### src/rtl/diag_exec_pkg.sv
// shared constants and types for the inline diagnostic executive
package diag_exec_pkg;

	// maint_scratch_buffer geometry: 16 positions of 12 bits
	localparam int BUF_DEPTH = 16;
	localparam int BUF_WIDTH = 12;
	localparam int BUF_AW = 4;

	// field positions inside a buffer position, bit 0 is the rightmost (lsb)
	localparam int FLD_DATA_HI = 11;
	localparam int FLD_DATA_LO = 4;
	localparam int FLD_PARITY = 3;
	localparam int FLD_CTL_ONE = 2;
	localparam int FLD_CTL_TWO = 1;
	localparam int FLD_CTL_THREE = 0;

	// buffer positions used by the executive
	localparam logic [3:0] POS_TEST_DRIVE = 4'h0;
	localparam logic [3:0] POS_PROGRAM_DRIVE = 4'h1;
	localparam logic [3:0] POS_KERNEL_ID = 4'h2;
	localparam logic [3:0] POS_OPERATOR_REQ = 4'h3;

	// register port offsets: buffer positions 0..15 then status/control
	localparam logic [4:0] REG_BUF_BASE = 5'h00;
	localparam logic [4:0] REG_STATUS = 5'h10;
	localparam logic [4:0] REG_DISPLAY = 5'h11;
	localparam logic [4:0] REG_SCRATCH = 5'h12;
	localparam logic [4:0] REG_DRIVE_ADDR = 5'h13;

	// status bit positions
	localparam int ST_KERNEL_LOADED = 0;
	localparam int ST_TEST_FAIL = 1;
	localparam int ST_HALT = 2;
	localparam int ST_MAINT_MODE = 3;
	localparam int ST_BUSY = 4;

	// reset values
	localparam logic [11:0] RST_SLOT = 12'h000;
	localparam logic [7:0] RST_DRIVE = 8'h00;

	// section bounds for the automatic sequence
	localparam logic [3:0] SECTION_FIRST = 4'h1;
	localparam logic [3:0] SECTION_LAST_AUTO = 4'he;
	localparam logic [3:0] SECTION_MANUAL = 4'hf;

	// priority delay counts per switch position 1..4 (cycles)
	localparam logic [15:0] PRIO_DELAY_1 = 16'h0010;
	localparam logic [15:0] PRIO_DELAY_2 = 16'h0100;
	localparam logic [15:0] PRIO_DELAY_3 = 16'h0400;
	localparam logic [15:0] PRIO_DELAY_4 = 16'h1000;

	// operator request codes from ctl_bit_one/ctl_bit_two
	typedef enum logic [1:0] {
		REQ_NORMAL = 2'b00,
		REQ_SPACE = 2'b01,
		REQ_RESERVED = 2'b10,
		REQ_SEARCH = 2'b11
	} op_request_e;

	typedef enum logic [8:0] {
		ST_IDLE = 9'b000000001,
		ST_DISPATCH = 9'b000000010,
		ST_FETCH_CHK = 9'b000000100,
		ST_LOADING = 9'b000001000,
		ST_INIT = 9'b000010000,
		ST_EXEC_CHK = 9'b000100000,
		ST_EXECUTE = 9'b001000000,
		ST_BUF_OP = 9'b010000000,
		ST_RETURN = 9'b100000000
	} exec_state_e;

	// 12-bit kernel identifier: kernel number high, section low
	typedef struct packed {
		logic [7:0] number;
		logic [3:0] section;
	} kernel_id_s;

	// register port request
	typedef struct packed {
		logic wr;
		logic rd;
		logic [4:0] addr;
		logic [11:0] wdata;
	} reg_req_s;

	// kernel outcome reported back by the kernel code
	typedef struct packed {
		logic done;
		logic fail;
		logic rewind_kernel;
		logic [7:0] fail_data;
	} kernel_result_s;

endpackage : diag_exec_pkg

### src/rtl/diag_executive.sv
// inline diagnostic executive: idle exit, fetch/execute sequencing, operator buffer
`timescale 1ns/1ps
// Contract
// - kernel id is 12 bits: upper 8 kernel number, lower 4 section
// - leave idle only if unselected, nothing pending, halt latch clear
// - after exit, diag enable on runs executive, else buffer operation
// - not loaded: take program drive from slot 1, load if offline
// - after load, init writes id to slot 2, sets loaded, returns idle
// - loaded: check test drive of slot 0 offline, then execute
// - maintenance mode set on idle exit, cleared on idle re-entry
// - loaded flag set by init, cleared after execute unless looping without rewind kernel
// - buffer holds 16 positions of 12 bits, data, parity, three controls
// - rewind kernel rewinds if slot 1 ctl_bit_three, else sets halt
// - slot 2 holds kernel id; copied to display when not executing
// - slot 3 ctl_bit_three loops kernel; with ctl_bit_two loops test
// - with ctl_bit_three clear, ctl_bit_one/two select normal, space, search
// - search forward only, match number ignoring section, stop on first
// - space and search run no tests but update display per kernel
// - success exit copies id to display, clears loaded unless looping without rewind kernel, returns idle
// - failure exit sets fail flag, copies scratch bits 0-7 to slot 3
// - after failure, not looping sets halt; looping skips halt
// - looping clears fail flag each pass, sets on failing pass
// - kernels fetched ascending; section f only after a start press
// - start clears halt latch; stop sets halt latch
// - priority delay after host op blocks maintenance exit until expiry
module diag_executive
	import diag_exec_pkg::*;
#(
	parameter int DELAY_W = 16
) (
	// clock and reset
	input wire logic clk_sys_i,
	input wire logic rst_i,
	// register port
	input wire logic [4:0] reg_addr_i,
	input wire logic [11:0] reg_wdata_i,
	input wire logic reg_wr_i,
	input wire logic reg_rd_i,
	output logic [11:0] reg_rdata_o,
	// operator panel
	input wire logic diag_enable_i,
	input wire logic start_press_i,
	input wire logic stop_press_i,
	input wire logic [1:0] priority_sel_i,
	output logic halt_ind_o,
	output logic fail_ind_o,
	output logic [11:0] maint_display_register_o,
	// host side status
	input wire logic host_selected_i,
	input wire logic host_pending_i,
	input wire logic host_op_done_i,
	// tape drives
	input wire logic drive_offline_i,
	output logic [7:0] drive_addr_o,
	output logic load_order_o,
	input wire logic load_done_i,
	output logic rewind_order_o,
	output logic tape_move_o,
	input wire logic kernel_passed_i,
	input wire logic [11:0] passed_id_i,
	// kernel code store
	output logic init_start_o,
	input wire logic init_done_i,
	input wire logic [11:0] init_kernel_id_i,
	output logic exec_start_o,
	output logic loop_test_o,
	input wire kernel_result_s result_i,
	input wire logic [7:0] scratch_fail_i,
	// state
	output logic maint_mode_o,
	output logic busy_o
);

	////////////////////////////////////////////////////////////////////////
	// storage

	logic [BUF_WIDTH-1:0] maint_scratch_buffer [BUF_DEPTH];
	exec_state_e state;
	exec_state_e next_state;
	logic kernel_loaded_flag;
	logic test_fail_flag;
	logic halt_latch;
	logic maint_mode;
	logic [7:0] drive_addr;
	logic [11:0] display;
	logic [7:0] general_scratch_register;
	logic manual_armed;
	logic delay_expired;
	logic [DELAY_W-1:0] delay_value;
	logic [11:0] rdata;

	kernel_id_s cur_id;
	logic req_loop;
	logic req_loop_test;
	op_request_e req_code;
	logic rewind_opt;
	logic idle_exit;
	logic searching;
	logic search_hit;

	assign cur_id = kernel_id_s'(maint_scratch_buffer[POS_KERNEL_ID]);
	assign req_loop = maint_scratch_buffer[POS_OPERATOR_REQ][FLD_CTL_THREE];
	assign req_loop_test = req_loop && maint_scratch_buffer[POS_OPERATOR_REQ][FLD_CTL_TWO];
	assign req_code = op_request_e'({maint_scratch_buffer[POS_OPERATOR_REQ][FLD_CTL_ONE],
		maint_scratch_buffer[POS_OPERATOR_REQ][FLD_CTL_TWO]});
	assign rewind_opt = maint_scratch_buffer[POS_PROGRAM_DRIVE][FLD_CTL_THREE];
	assign searching = !req_loop && (req_code == REQ_SPACE || req_code == REQ_SEARCH);
	assign search_hit = (req_code == REQ_SEARCH) &&
		(passed_id_i[11:4] == maint_scratch_buffer[POS_OPERATOR_REQ][FLD_DATA_HI:FLD_DATA_LO]);

	////////////////////////////////////////////////////////////////////////
	// priority delay

	always_comb begin
		case (priority_sel_i)
			2'd0: delay_value = DELAY_W'(PRIO_DELAY_1);
			2'd1: delay_value = DELAY_W'(PRIO_DELAY_2);
			2'd2: delay_value = DELAY_W'(PRIO_DELAY_3);
			default: delay_value = DELAY_W'(PRIO_DELAY_4);
		endcase
	end

	delay_counter #(
		.WIDTH(DELAY_W)
	) u_delay (
		.clk_sys_i(clk_sys_i),
		.rst_i(rst_i),
		.load_i(host_op_done_i),
		.value_i(delay_value),
		.tick_i(state == ST_IDLE),
		.expired_o(delay_expired)
	);

	// exit qualification; section f needs a start press
	assign idle_exit = (state == ST_IDLE) && !host_selected_i && !host_pending_i &&
		!halt_latch && delay_expired && !host_op_done_i &&
		(!kernel_loaded_flag || cur_id.section != SECTION_MANUAL || manual_armed ||
		start_press_i);

	////////////////////////////////////////////////////////////////////////
	// sequencer

	always_comb begin
		next_state = state;
		case (state)
			ST_IDLE: begin
				if (idle_exit) begin
					next_state = ST_DISPATCH;
				end
			end
			ST_DISPATCH: begin
				if (!diag_enable_i) begin
					next_state = ST_BUF_OP;
				end else if (kernel_loaded_flag && !searching) begin
					next_state = ST_EXEC_CHK;
				end else begin
					next_state = ST_FETCH_CHK;
				end
			end
			ST_FETCH_CHK: begin
				next_state = drive_offline_i ? ST_LOADING : ST_RETURN;
			end
			ST_LOADING: begin
				if (searching && kernel_passed_i) begin
					next_state = ST_RETURN;
				end else if (load_done_i) begin
					next_state = ST_INIT;
				end
			end
			ST_INIT: begin
				if (init_done_i) begin
					next_state = ST_RETURN;
				end
			end
			ST_EXEC_CHK: begin
				next_state = drive_offline_i ? ST_EXECUTE : ST_RETURN;
			end
			ST_EXECUTE: begin
				if (result_i.done) begin
					next_state = ST_RETURN;
				end
			end
			ST_BUF_OP: next_state = ST_RETURN;
			ST_RETURN: next_state = ST_IDLE;
			default: next_state = ST_IDLE;
		endcase
	end

	always_ff @(posedge clk_sys_i or posedge rst_i) begin
		if (rst_i) begin
			state <= ST_IDLE;
		end else begin
			state <= next_state;
		end
	end

	////////////////////////////////////////////////////////////////////////
	// flags

	always_ff @(posedge clk_sys_i or posedge rst_i) begin
		if (rst_i) begin
			maint_mode <= 1'b0;
		end else if (state == ST_RETURN) begin
			maint_mode <= 1'b0;
		end else if (idle_exit) begin
			maint_mode <= 1'b1;
		end
	end

	// loaded flag set by init, cleared after non-looping or rewind-kernel pass
	always_ff @(posedge clk_sys_i or posedge rst_i) begin
		if (rst_i) begin
			kernel_loaded_flag <= 1'b0;
		end else if (state == ST_INIT && init_done_i) begin
			kernel_loaded_flag <= 1'b1;
		end else if (state == ST_EXECUTE && result_i.done && (!req_loop || result_i.rewind_kernel)) begin
			kernel_loaded_flag <= 1'b0;
		end
	end

	// fail flag cleared per looping pass; set on failure
	always_ff @(posedge clk_sys_i or posedge rst_i) begin
		if (rst_i) begin
			test_fail_flag <= 1'b0;
		end else if (state == ST_EXECUTE && result_i.done && result_i.fail) begin
			test_fail_flag <= 1'b1;
		end else if (state == ST_EXEC_CHK && drive_offline_i && req_loop) begin
			test_fail_flag <= 1'b0;
		end
	end

	always_ff @(posedge clk_sys_i or posedge rst_i) begin
		if (rst_i) begin
			halt_latch <= 1'b0;
		end else if (stop_press_i) begin
			halt_latch <= 1'b1;
		end else if (state == ST_EXECUTE && result_i.done && result_i.fail && !req_loop) begin
			halt_latch <= 1'b1;
		end else if (state == ST_EXECUTE && result_i.done && result_i.rewind_kernel && !rewind_opt) begin
			halt_latch <= 1'b1;
		end else if (state == ST_LOADING && searching && search_hit && kernel_passed_i) begin
			halt_latch <= 1'b1;
		end else if (start_press_i) begin
			halt_latch <= 1'b0;
		end
	end

	// manual section held until a start press
	always_ff @(posedge clk_sys_i or posedge rst_i) begin
		if (rst_i) begin
			manual_armed <= 1'b0;
		end else if (start_press_i) begin
			manual_armed <= 1'b1;
		end else if (state == ST_RETURN) begin
			manual_armed <= 1'b0;
		end
	end

	////////////////////////////////////////////////////////////////////////
	// drive address, scratch, display

	always_ff @(posedge clk_sys_i or posedge rst_i) begin
		if (rst_i) begin
			drive_addr <= RST_DRIVE;
		end else if (state == ST_DISPATCH && diag_enable_i) begin
			if (kernel_loaded_flag && !searching) begin
				drive_addr <= maint_scratch_buffer[POS_TEST_DRIVE][FLD_DATA_HI:FLD_DATA_LO];
			end else begin
				drive_addr <= maint_scratch_buffer[POS_PROGRAM_DRIVE][FLD_DATA_HI:FLD_DATA_LO];
			end
		end
	end

	always_ff @(posedge clk_sys_i or posedge rst_i) begin
		if (rst_i) begin
			general_scratch_register <= 8'h00;
		end else if (state == ST_EXECUTE && result_i.fail) begin
			general_scratch_register <= scratch_fail_i;
		end
	end

	// display when idle; passing ids; success copy
	always_ff @(posedge clk_sys_i or posedge rst_i) begin
		if (rst_i) begin
			display <= RST_SLOT;
		end else if (state == ST_LOADING && kernel_passed_i) begin
			display <= passed_id_i;
		end else if (state != ST_EXECUTE) begin
			display <= maint_scratch_buffer[POS_KERNEL_ID];
		end
	end

	////////////////////////////////////////////////////////////////////////
	// buffer and register port

	// id into slot 2; failure data into slot 3
	always_ff @(posedge clk_sys_i or posedge rst_i) begin
		if (rst_i) begin
			for (int i = 0; i < BUF_DEPTH; i++) begin
				maint_scratch_buffer[i] <= RST_SLOT;
			end
		end else begin
			if (reg_wr_i && !reg_addr_i[4]) begin
				maint_scratch_buffer[reg_addr_i[3:0]] <= reg_wdata_i;
			end
			if (state == ST_INIT && init_done_i) begin
				maint_scratch_buffer[POS_KERNEL_ID] <= init_kernel_id_i;
			end
			if (state == ST_LOADING && kernel_passed_i) begin
				maint_scratch_buffer[POS_KERNEL_ID] <= passed_id_i;
			end
			if (state == ST_EXECUTE && result_i.done && result_i.fail) begin
				maint_scratch_buffer[POS_OPERATOR_REQ][FLD_DATA_HI:FLD_DATA_LO] <= scratch_fail_i;
			end
		end
	end

	always_ff @(posedge clk_sys_i or posedge rst_i) begin
		if (rst_i) begin
			rdata <= 12'h000;
		end else if (reg_rd_i) begin
			if (!reg_addr_i[4]) begin
				rdata <= maint_scratch_buffer[reg_addr_i[3:0]];
			end else begin
				case (reg_addr_i)
					REG_STATUS: rdata <= {7'h00, state != ST_IDLE, maint_mode, halt_latch,
						test_fail_flag, kernel_loaded_flag};
					REG_DISPLAY: rdata <= display;
					REG_SCRATCH: rdata <= {4'h0, general_scratch_register};
					REG_DRIVE_ADDR: rdata <= {4'h0, drive_addr};
					default: rdata <= 12'h000;
				endcase
			end
		end else begin
			rdata <= 12'h000;
		end
	end

	////////////////////////////////////////////////////////////////////////
	// outputs

	assign reg_rdata_o = rdata;
	assign halt_ind_o = halt_latch;
	assign fail_ind_o = test_fail_flag;
	assign maint_display_register_o = display;
	assign drive_addr_o = drive_addr;
	assign load_order_o = (state == ST_FETCH_CHK) && drive_offline_i && !searching;
	assign tape_move_o = (state == ST_FETCH_CHK) && drive_offline_i && searching;
	assign rewind_order_o = (state == ST_EXECUTE) && result_i.done && result_i.rewind_kernel && rewind_opt;
	assign init_start_o = (state == ST_LOADING) && load_done_i && !searching;
	assign exec_start_o = (state == ST_EXEC_CHK) && drive_offline_i;
	assign loop_test_o = req_loop_test;
	assign maint_mode_o = maint_mode;
	assign busy_o = (state != ST_IDLE);

endmodule : diag_executive

### src/rtl/delay_counter.sv
// priority delay down-counter
`timescale 1ns/1ps
module delay_counter
	import diag_exec_pkg::*;
#(
	parameter int WIDTH = 16
) (
	// clock and reset
	input wire logic clk_sys_i,
	input wire logic rst_i,
	// control
	input wire logic load_i,
	input wire logic [WIDTH-1:0] value_i,
	input wire logic tick_i,
	// status
	output logic expired_o
);

	logic [WIDTH-1:0] count;

	always_ff @(posedge clk_sys_i or posedge rst_i) begin
		if (rst_i) begin
			count <= '0;
		end else if (load_i) begin
			count <= value_i;
		end else if (tick_i && count != '0) begin
			count <= count - 1'b1;
		end
	end

	assign expired_o = (count == '0);

endmodule : delay_counter

### config.mk
export PLATFORM = sky130hd
export DESIGN_NAME = diag_executive
export DESIGN_NICKNAME = d
export VERILOG_FILES = /design/src/rtl/diag_exec_pkg.sv /design/src/rtl/diag_executive.sv /design/src/rtl/delay_counter.sv
export SDC_FILE = /design/constraint.sdc
export NUM_CORES = 1
export LEC_CHECK = 0
export ABC_AREA = 1
export ABC_CLOCK_PERIOD_IN_PS = 11900
export BUFFER_PORTS_ARGS = -buffer_cell sky130_fd_sc_hd__buf_4
export CAP_MARGIN = 20
export CORE_ASPECT_RATIO = 0.6
export CORE_UTILIZATION = 55
export CTS_BUF_LIST = sky130_fd_sc_hd__clkbuf_4 sky130_fd_sc_hd__clkbuf_8 sky130_fd_sc_hd__clkbuf_16
export DETAILED_ROUTE_END_ITERATION = 6
export PLACE_DENSITY = 0.76
export SYNTH_ARGS = -nofsm -noshare
export SYNTH_HDL_FRONTEND = slang
export SYNTH_HIERARCHICAL = 1
export SYNTH_SLANG_ARGS = --single-unit
### constraint.sdc
create_clock -name clk_sys_i -period 11.9 [get_ports clk_sys_i]
set_input_delay 2.38 -clock clk_sys_i [delete_from_list [all_inputs] [get_ports clk_sys_i]]
set_output_delay 2.38 -clock clk_sys_i [all_outputs]
set_load 0.005 [all_outputs]
# Word level (Yosys, flattened, before mapping)
# Cells that the tools add are included.
# classes
reduce_logical	62
mux	42
add_sub_neg	1
bitwise	1
eq_ne	25
magnitude_cmp	2
# op_table
cell	count
bitwise mux 192 bit	1
two-way mux 168 bit	1
two-way mux 12 bit	9
one-hot mux 9 bit (8 select lines)	1
two-way mux 9 bit	7
binary-select mux 12 bit (select 4 bit)	1
demux 12 bit (select 4 bit)	1
one-hot mux 12 bit (4 select lines)	1
one-hot mux 13 bit (3 select lines)	1
logical AND 1 bit	35
two-way mux 16 bit	2
two-way mux 8 bit	3
== test 5 bit, second input constant	4
zero test 16 bit	1
nonzero test 16 bit	1
subtractor 16 x 1 -> 16 bit, second input constant	1
nonzero test 2 bit	7
two-way mux 1 bit	13
== test 9 x 1 -> 1 bit, second input constant	1
== test 9 x 2 -> 1 bit, second input constant	1
== test 9 x 3 -> 1 bit, second input constant	1
== test 9 x 4 -> 1 bit, second input constant	1
== test 9 x 5 -> 1 bit, second input constant	1
== test 9 x 6 -> 1 bit, second input constant	1
21 further kinds	37
# word_totals
word_cells	161
in_bits	76
out_inout_bits	42
ff_bits	262

# Logic depth before layout (Yosys ltp)
# Gate-level depths: netlist of the first run.
# depth
ltp_word	10
ltp_mapped	15
depth_no_buf	15

# By module
# Netlist of the first run, hierarchy kept.
# modules_own_cells
mod	cells_per_inst	seq_area_each_um2	area_per_inst_um2	n_inst
diag_executive	1614	6157.2	12090.3	1
delay_counter	170	400.4	1126.1	1

# Worst setup path before layout of the first run
# OpenSTA, ideal clock, no wires.
# synth_timing
path_kind	input -> output
start	in load_done_i
end	out init_start_o
arrival_ns	2.629
t_required_ns	9.520
path_buffers	0
stages	2
slack_ns	6.891
cell_sequence	inv_1 -> nor3_1
# synth_between
elab_chain_len	2
# synth_rtl
element	line	rtl
start: declaration	diag_executive.sv:56	input wire logic load_done_i,
logical AND 1 bit (2 in series)	diag_executive.sv:350	assign init_start_o = (state == ST_LOADING) && load_done_i && !searching;
end: declaration	diag_executive.sv:62	output logic init_start_o,
# Every way passes these cells.

# Worst setup path in the final report of the first run
# layout_timing
start	in drive_offline_i
end	out exec_start_o
# layout_between
elab_chain_len	1
# layout_rtl
element	line	rtl
start: declaration	diag_executive.sv:53	input wire logic drive_offline_i,
logical AND 1 bit	diag_executive.sv:351	assign exec_start_o = (state == ST_EXEC_CHK) && drive_offline_i;
end: declaration	diag_executive.sv:65	output logic exec_start_o,
# Every way passes these cells.

==> impl_metrics.tcl, run 1 <==
set metrics [dict create \
    min_period_ns 5.318 \
    gp_congestion 1.002 \
    place_inst 2136 \
    globalRouteTotalUtil 0.3249 \
    cellLeakagePower_nw 7.666 \
    cts_buffers 25 \
    critPathKind "input pin to output port" \
    instances_no_fill 2181 \
    drtAntennaViolNets 0 \
    syn_area_per_cell_um2 7.408 \
    cts.sinks 262 \
    io_buffer_count 109 \
    fillers 2090 \
    cp_slowest_stage_delay_ns 0.25 \
    p_clk_frac 0.346 \
    swShare 0.3059 \
    coreArea_mm2 0.02335 \
    crit_path_max_fanout 3 \
    rsz0062_at_grt "false" \
    setup_viol_count_final 0 \
    ir_worst_vdd_mv 0.09371 \
    grtUsageMet1 0.5115 \
    worstPathArrival_ns 2.94 \
    diodes 0 \
    whs_endpoint "maint_scratch_buffer[5]$_DFFE_PP0P_" \
    hold_slack_ns 0.4858 \
    path_common_cell "buf_4" \
    grt_pass1_vias 11211 \
    die_width_um 202.1 \
    grt-busiest-layer "met1" \
    initial_core_util 0.5660 \
    maxSlewViolCount 0 \
    crit_family "buffers and inverters" \
    syn_to_final_growth_pct 13.21 \
    syn_area_mm2 0.01322 \
    cts_setup_buffers 0 \
    grt_max_degree 129 \
    dr.pass1.iters 7 \
    r2r_start "u_delay/count[0]$_DFFE_PP0P_" \
    drt-total-wl_um 39190 \
    cp.required_ns 9.52 \
    cp_num_buf_inv 3 \
    cts_buffer_depth 3 \
    final_layout_size_suffix_gt1_frac 0.1099 \
    post-route-drc-count 0 \
    switching_power_uw 763.4 \
    grt_use_met3 0.08186 \
    cts_tree "yes" \
    hp-start "maint_scratch_buffer[5]$_DFFE_PP0P_" \
    ys_ff_latch 262 \
    comb_power_share 0.188 \
    final-seq-area_mm2 0.006558 \
    dp_hpwl_um 26830 \
    period_share 0.4469 \
    die_area_mm2 0.02467 \
    max_freq_mhz 188.0 \
    tightest_slew_ns 0.9792 \
    clk_latency_ns 0.54 \
    intPower_mw 1.733 \
    io-pin-count 118 \
    hold_path.class "register to register" \
    critPathSlowestCell "nor2_1" \
    reg2reg_slack_ns 9.27 \
    hold_viol_final 0 \
    wl_per_cell_um 17.97 \
    antenna_found_initial 1 \
    multiInputGateArea_mm2 0.005919 \
    path_cells "buf_4 > inv_1 > nor2_1 > buf_4" \
    use_met2 0.4472 \
    place_area_mm2 0.01408 \
    viasPerCell 5.590 \
    dieHeight_um 122.1 \
    row_count 43 \
    r2r_end "state[4]$_DFFE_PP0P_" \
    nets 1925 \
    p_seq_frac 0.466 \
    tns_ns 0 \
    num_vias 12192 \
    synth_cells 1784 \
    relSlewSlack 0.3451 \
    h-tree-depth 1 \
    yosysSeqAreaShare 0.4962 \
    power.density_mw_per_mm2 166.8 \
    yosys_warnings 6 \
    startpoint_type "input pin" \
    post_cts_resized 0 \
    critPathCaptureType "output port" \
    power_mw 2.496 \
    status "completed" \
    min_path_cells 2 \
    cts_hold_buffers 0 \
    fin_skew_ns 0.01396 \
    r2r_cells 12 \
    drv_cap 0 \
    final_cell_mix "nand2_1 (686), dfrtp_1 (261), nor2_1 (232)" \
    cts.clk_slew.worst_paths_ns 0.06 \
    grt_pass1_wl_um 62040 \
    cts_root_buffer "clkbuf_16" \
    final_common_cell "nand2_1" \
    first_iter_violations 1255 \
    ys_types 43 \
    final_cell_area_mm2 0.01496 \
    overflow 0 \
]
power groups by stage:
stage	Combinational [mW]	Clock [mW]	Sequential, mW
2_1_floorplan	0.334	0	1.14
3_3_place_gp	0.446	0	1.17
3_5_place_dp	0.461	0	1.17
4_1_cts	0.464	0.868	1.16
5_1_grt	0.537	0.900	1.18
6_report	0.469	0.864	1.16
kinds of logic after synthesis:
logic type | synth area share
fa+ha+maj | 0.0009465
flops | 0.4962
simple gates | 0.3220
other cells | 0.0002837
xor+xnor | 0.008615
compound gates | 0.1129
buf+inv | 0.05907
worst min-delay path, stage by stage (launching register included):
cell and delay [ns]:
dfrtp_1 0.34, nand2_1 0.05, o21ai_0 0.06
routing by layer:
| metal | wire length [um] | vias up |
|---|---|---|
| li1 | - | 5786 |
| met1 | 18210 | 5739 |
| met2 | 15760 | 607 |
| met3 | 4575 | 58 |
| met4 | 633 | 2 |
| met5 | 13 | - |
synth_stat cells (all sizes together):
library cell | instances | area [um2]
nand2 | 696 | 2658
dfrtp | 261 | 6531
nor2 | 247 | 988.5
o21ai | 236 | 1185
inv | 89 | 334.1
nand3 | 70 | 367.9
buf | 49 | 285.3
clkbuf | 39 | 148.9
o211ai | 24 | 180.2
nor3 | 14 | 108.9
a21oi | 13 | 65.06
nand4 | 13 | 81.33
xor2 | 7 | 61.31
xnor2 | 6 | 52.55
o2111ai | 3 | 26.28
or2 | 3 | 18.77
nand3b | 2 | 15.01
o21a | 2 | 15.01
o21bai | 2 | 15.01
and2 | 1 | 6.260
and3 | 1 | 11.26
clkinv | 1 | 3.750
conb | 1 | 3.750
dfstp | 1 | 26.28
dlygate4sd1 | 1 | 8.760
ha | 1 | 12.51
o22ai | 1 | 6.260
layout make-up:
cell class,instances,share of cell area
flip-flops and latches,262,0.4383
multi-input cells,1354,0.3956
repair buffers,115,0.05770
clock buffers,35,0.05018
well taps,315,0.02634
inverters,90,0.02308
clock inverters,10,0.008781
registers in the layout, indices dropped and copies added, names as in the netlist:
name / flops
u_delay/count: 16
general_scratch_register: 8
reg_rdata_o: 12
fail_ind_o: 1
kernel_loaded_flag: 1
halt_ind_o: 1
maint_display_register_o: 12
maint_scratch_buffer: 180
cur_id: 12
drive_addr_o: 8
manual_armed: 1
state: 9
maint_mode_o: 1
metrics by stage:
stage | util | worst slack (ns)
2_1_floorplan | - | 2.763
3_3_place_gp | 0.6030 | 6.605
3_5_place_dp | 0.6030 | 6.597
4_1_cts | 0.6408 | 6.618
5_1_grt | 0.6408 | 6.580
6_report | 0.6408 | 6.582
worst max-delay path by stage:
| stage | slack (ns) | start | endpoint | cells past startpoint |
|---|---|---|---|---|
| 2_1_floorplan | 2.76 | rst_i | cur_id[0]$_DFFE_PP0P_ | 1 |
| 3_3_place_gp | 6.61 | result_i[10] | rewind_order_o | 4 |
| 3_5_place_dp | 6.60 | reg_addr_i[1] | maint_scratch_buffer[27]$_DFFE_PP0P_ | 6 |
| 4_1_cts | 6.62 | drive_offline_i | exec_start_o | 4 |
| 5_1_grt | 6.58 | result_i[10] | rewind_order_o | 4 |
| 6_report | 6.58 | drive_offline_i | exec_start_o | 4 |
Power figures use the tool's default switching activity.
==> run 2, diff against run 1 <==
--- a/config.mk
+++ b/config.mk
@@ -6,14 +6,14 @@
 export NUM_CORES = 1
 export LEC_CHECK = 0
 export ABC_AREA = 1
-export ABC_CLOCK_PERIOD_IN_PS = 11900
+export ABC_CLOCK_PERIOD_IN_PS = 4600
 export BUFFER_PORTS_ARGS = -buffer_cell sky130_fd_sc_hd__buf_4
 export CAP_MARGIN = 20
 export CORE_ASPECT_RATIO = 0.6
-export CORE_UTILIZATION = 55
+export CORE_UTILIZATION = 54
 export CTS_BUF_LIST = sky130_fd_sc_hd__clkbuf_4 sky130_fd_sc_hd__clkbuf_8 sky130_fd_sc_hd__clkbuf_16
 export DETAILED_ROUTE_END_ITERATION = 6
-export PLACE_DENSITY = 0.76
+export PLACE_DENSITY = 0.77
 export SYNTH_ARGS = -nofsm -noshare
 export SYNTH_HDL_FRONTEND = slang
 export SYNTH_HIERARCHICAL = 1
==> constraint.sdc (replaced) <==
create_clock -name clk_sys_i -period 4.6 [get_ports clk_sys_i]
set_input_delay 0.92 -clock clk_sys_i [delete_from_list [all_inputs] [get_ports clk_sys_i]]
set_output_delay 0.92 -clock clk_sys_i [all_outputs]
set_load 0.005 [all_outputs]
==> impl_metrics.tcl, run 2 (synthesis gave the netlist of run 1 again) <==
set metrics [dict create \
    cts.sinks 262 \
    min_period_ns 3.280 \
    grt_pass1_vias 11119 \
    cts_root_buffer "clkbuf_16" \
    relSlewSlack 0.2941 \
    maxSlewViolCount 0 \
    fin_skew_ns 0.009382 \
    first_iter_violations 1493 \
    critPathSlowestCell "dfrtp_1" \
    initial_core_util 0.5608 \
    cts_buffer_depth 3 \
    place_inst 2144 \
    cellLeakagePower_nw 7.674 \
    gp_congestion 0.9573 \
    max_freq_mhz 304.9 \
    hold_path.class "input pin to async pin" \
    viasPerCell 5.651 \
    path_cells "nor2_1 > nand2_1 > nor2_4 > nand2_4 > inv_1 > buf_4 > nand2_1 > nor3_1 > buf_4" \
    nets 1932 \
    cts.clk_slew.worst_paths_ns 0.07 \
    critPathCaptureType "output port" \
    cp_slowest_stage_delay_ns 0.43 \
    instances_no_fill 2188 \
    drv_cap 0 \
    tns_ns 0 \
    io-pin-count 118 \
    comb_power_share 0.193 \
    hold_viol_final 0 \
    hold_slack_ns 0.4637 \
    period_share 0.7130 \
    power.density_mw_per_mm2 423.5 \
    swShare 0.3122 \
    syn_to_final_growth_pct 13.40 \
    h-tree-depth 1 \
    top_regs "maint_scratch_buffer (180), u_delay/count (16)" \
    r2r_cells 12 \
    status "completed" \
    antenna_found_initial 1 \
    startpoint_type "register" \
    num_vias 12364 \
    switching_power_mw 1.981 \
    r2r_end "state[4]$_DFFE_PP0P_" \
    final_common_cell "nand2_1" \
    diodes 0 \
    wl_per_cell_um 18.24 \
    power_mw 6.347 \
    utilization 0.6360 \
    cts_buffers 24 \
    largest_register_ffs 180 \
    critPathKind "register to output port" \
    cts_tree "yes" \
    reg2reg_slack_ns 1.95 \
    rsz0062_at_grt "false" \
    globalRouteTotalUtil 0.3261 \
    fillers 2084 \
    r2r_start "u_delay/count[0]$_DFFE_PP0P_" \
    post_cts_resized 0 \
    setup_viol_count_final 0 \
    crit_path_max_fanout 15 \
    post-route-drc-count 0 \
    crit_family "simple AND/OR/NAND/NOR gates" \
    row_count 43 \
    grt_max_degree 109 \
    die_width_um 204.0 \
    cp_num_buf_inv 3 \
    io_buffer_count 109 \
    cp.required_ns 3.68 \
    p_clk_frac 0.332 \
    clk_latency_ns 0.54 \
    dr.pass1.iters 6 \
    worstPathArrival_ns 2.36 \
    overflow 0 \
    ir_worst_vdd_mv 0.3005 \
    cts_setup_buffers 0 \
    grt_pass1_wl_um 62690 \
    p_seq_frac 0.474 \
    final_cell_mix "nand2_1 (686), dfrtp_1 (261), nor2_1 (232)" \
    drt-total-wl_um 39910 \
    dp_hpwl_um 27750 \
    final_layout_size_suffix_gt1_frac 0.1132 \
    regMostFlops "maint_scratch_buffer" \
    intPower_mw 4.366 \
    drtAntennaViolNets 0 \
    tightest_slew_ns 1.055 \
    cts_hold_buffers 0 \
    dieHeight_um 123.2 \
    die_area_mm2 0.02513 \
    worst-path-stages 9 \
    coreArea_mm2 0.02357 \
]
[run 2: through the flow]
| stage | area, um2 | setup slack (ns) |
|---|---|---|
| after floorplan | 13260 | 0.4491 |
| after global placement | 14160 | 1.288 |
| after detailed placement | 14160 | 1.207 |
| after CTS | 14990 | 1.326 |
| after global routing | 14990 | 1.194 |
| final | 14990 | 1.320 |
[run 2: layout make-up]
type	instances	area [um2]	share of cell area
flip-flops and latches	262	6558	0.4376
multi-input cells	1354	5919	0.3950
repair buffers	123	948.4	0.06328
clock buffers	30	694.4	0.04633
well taps	315	394.1	0.02630
inverters	90	341.6	0.02279
clock inverters	14	131.4	0.008766
[run 2: routing by layer]
| metal | global-route usage | routed length (um) |
|---|---|---|
| met4 | 0.05644 | 587 |
| met1 | 0.5161 | 18220 |
| met3 | 0.07512 | 5135 |
| met2 | 0.4547 | 15970 |
| met5 | 0 | 0 |
[run 2: worst max path at each step]
stage,slack [ns],startpoint,endpoint
floorplan,0.45,rst_i,cur_id[0]$_DFFE_PP0P_
global placement,1.29,reg_addr_i[0],maint_scratch_buffer[86]$_DFFE_PP0P_
detailed placement,1.21,reg_addr_i[0],maint_scratch_buffer[89]$_DFFE_PP0P_
CTS,1.33,state[1]$_DFFE_PP0P_,rewind_order_o
global route,1.19,state[1]$_DFFE_PP0P_,rewind_order_o
finish,1.32,state[1]$_DFFE_PP0P_,rewind_order_o
[run 2: power groups by stage]
stage / clock [mW] / combinational, mW / sequential [mW]
after floorplan: 0 / 0.863 / 2.96
after global placement: 0 / 1.16 / 3.03
after detailed placement: 0 / 1.21 / 3.04
after CTS: 2.12 / 1.21 / 3.00
after global routing: 2.22 / 1.40 / 3.06
final: 2.11 / 1.23 / 3.01
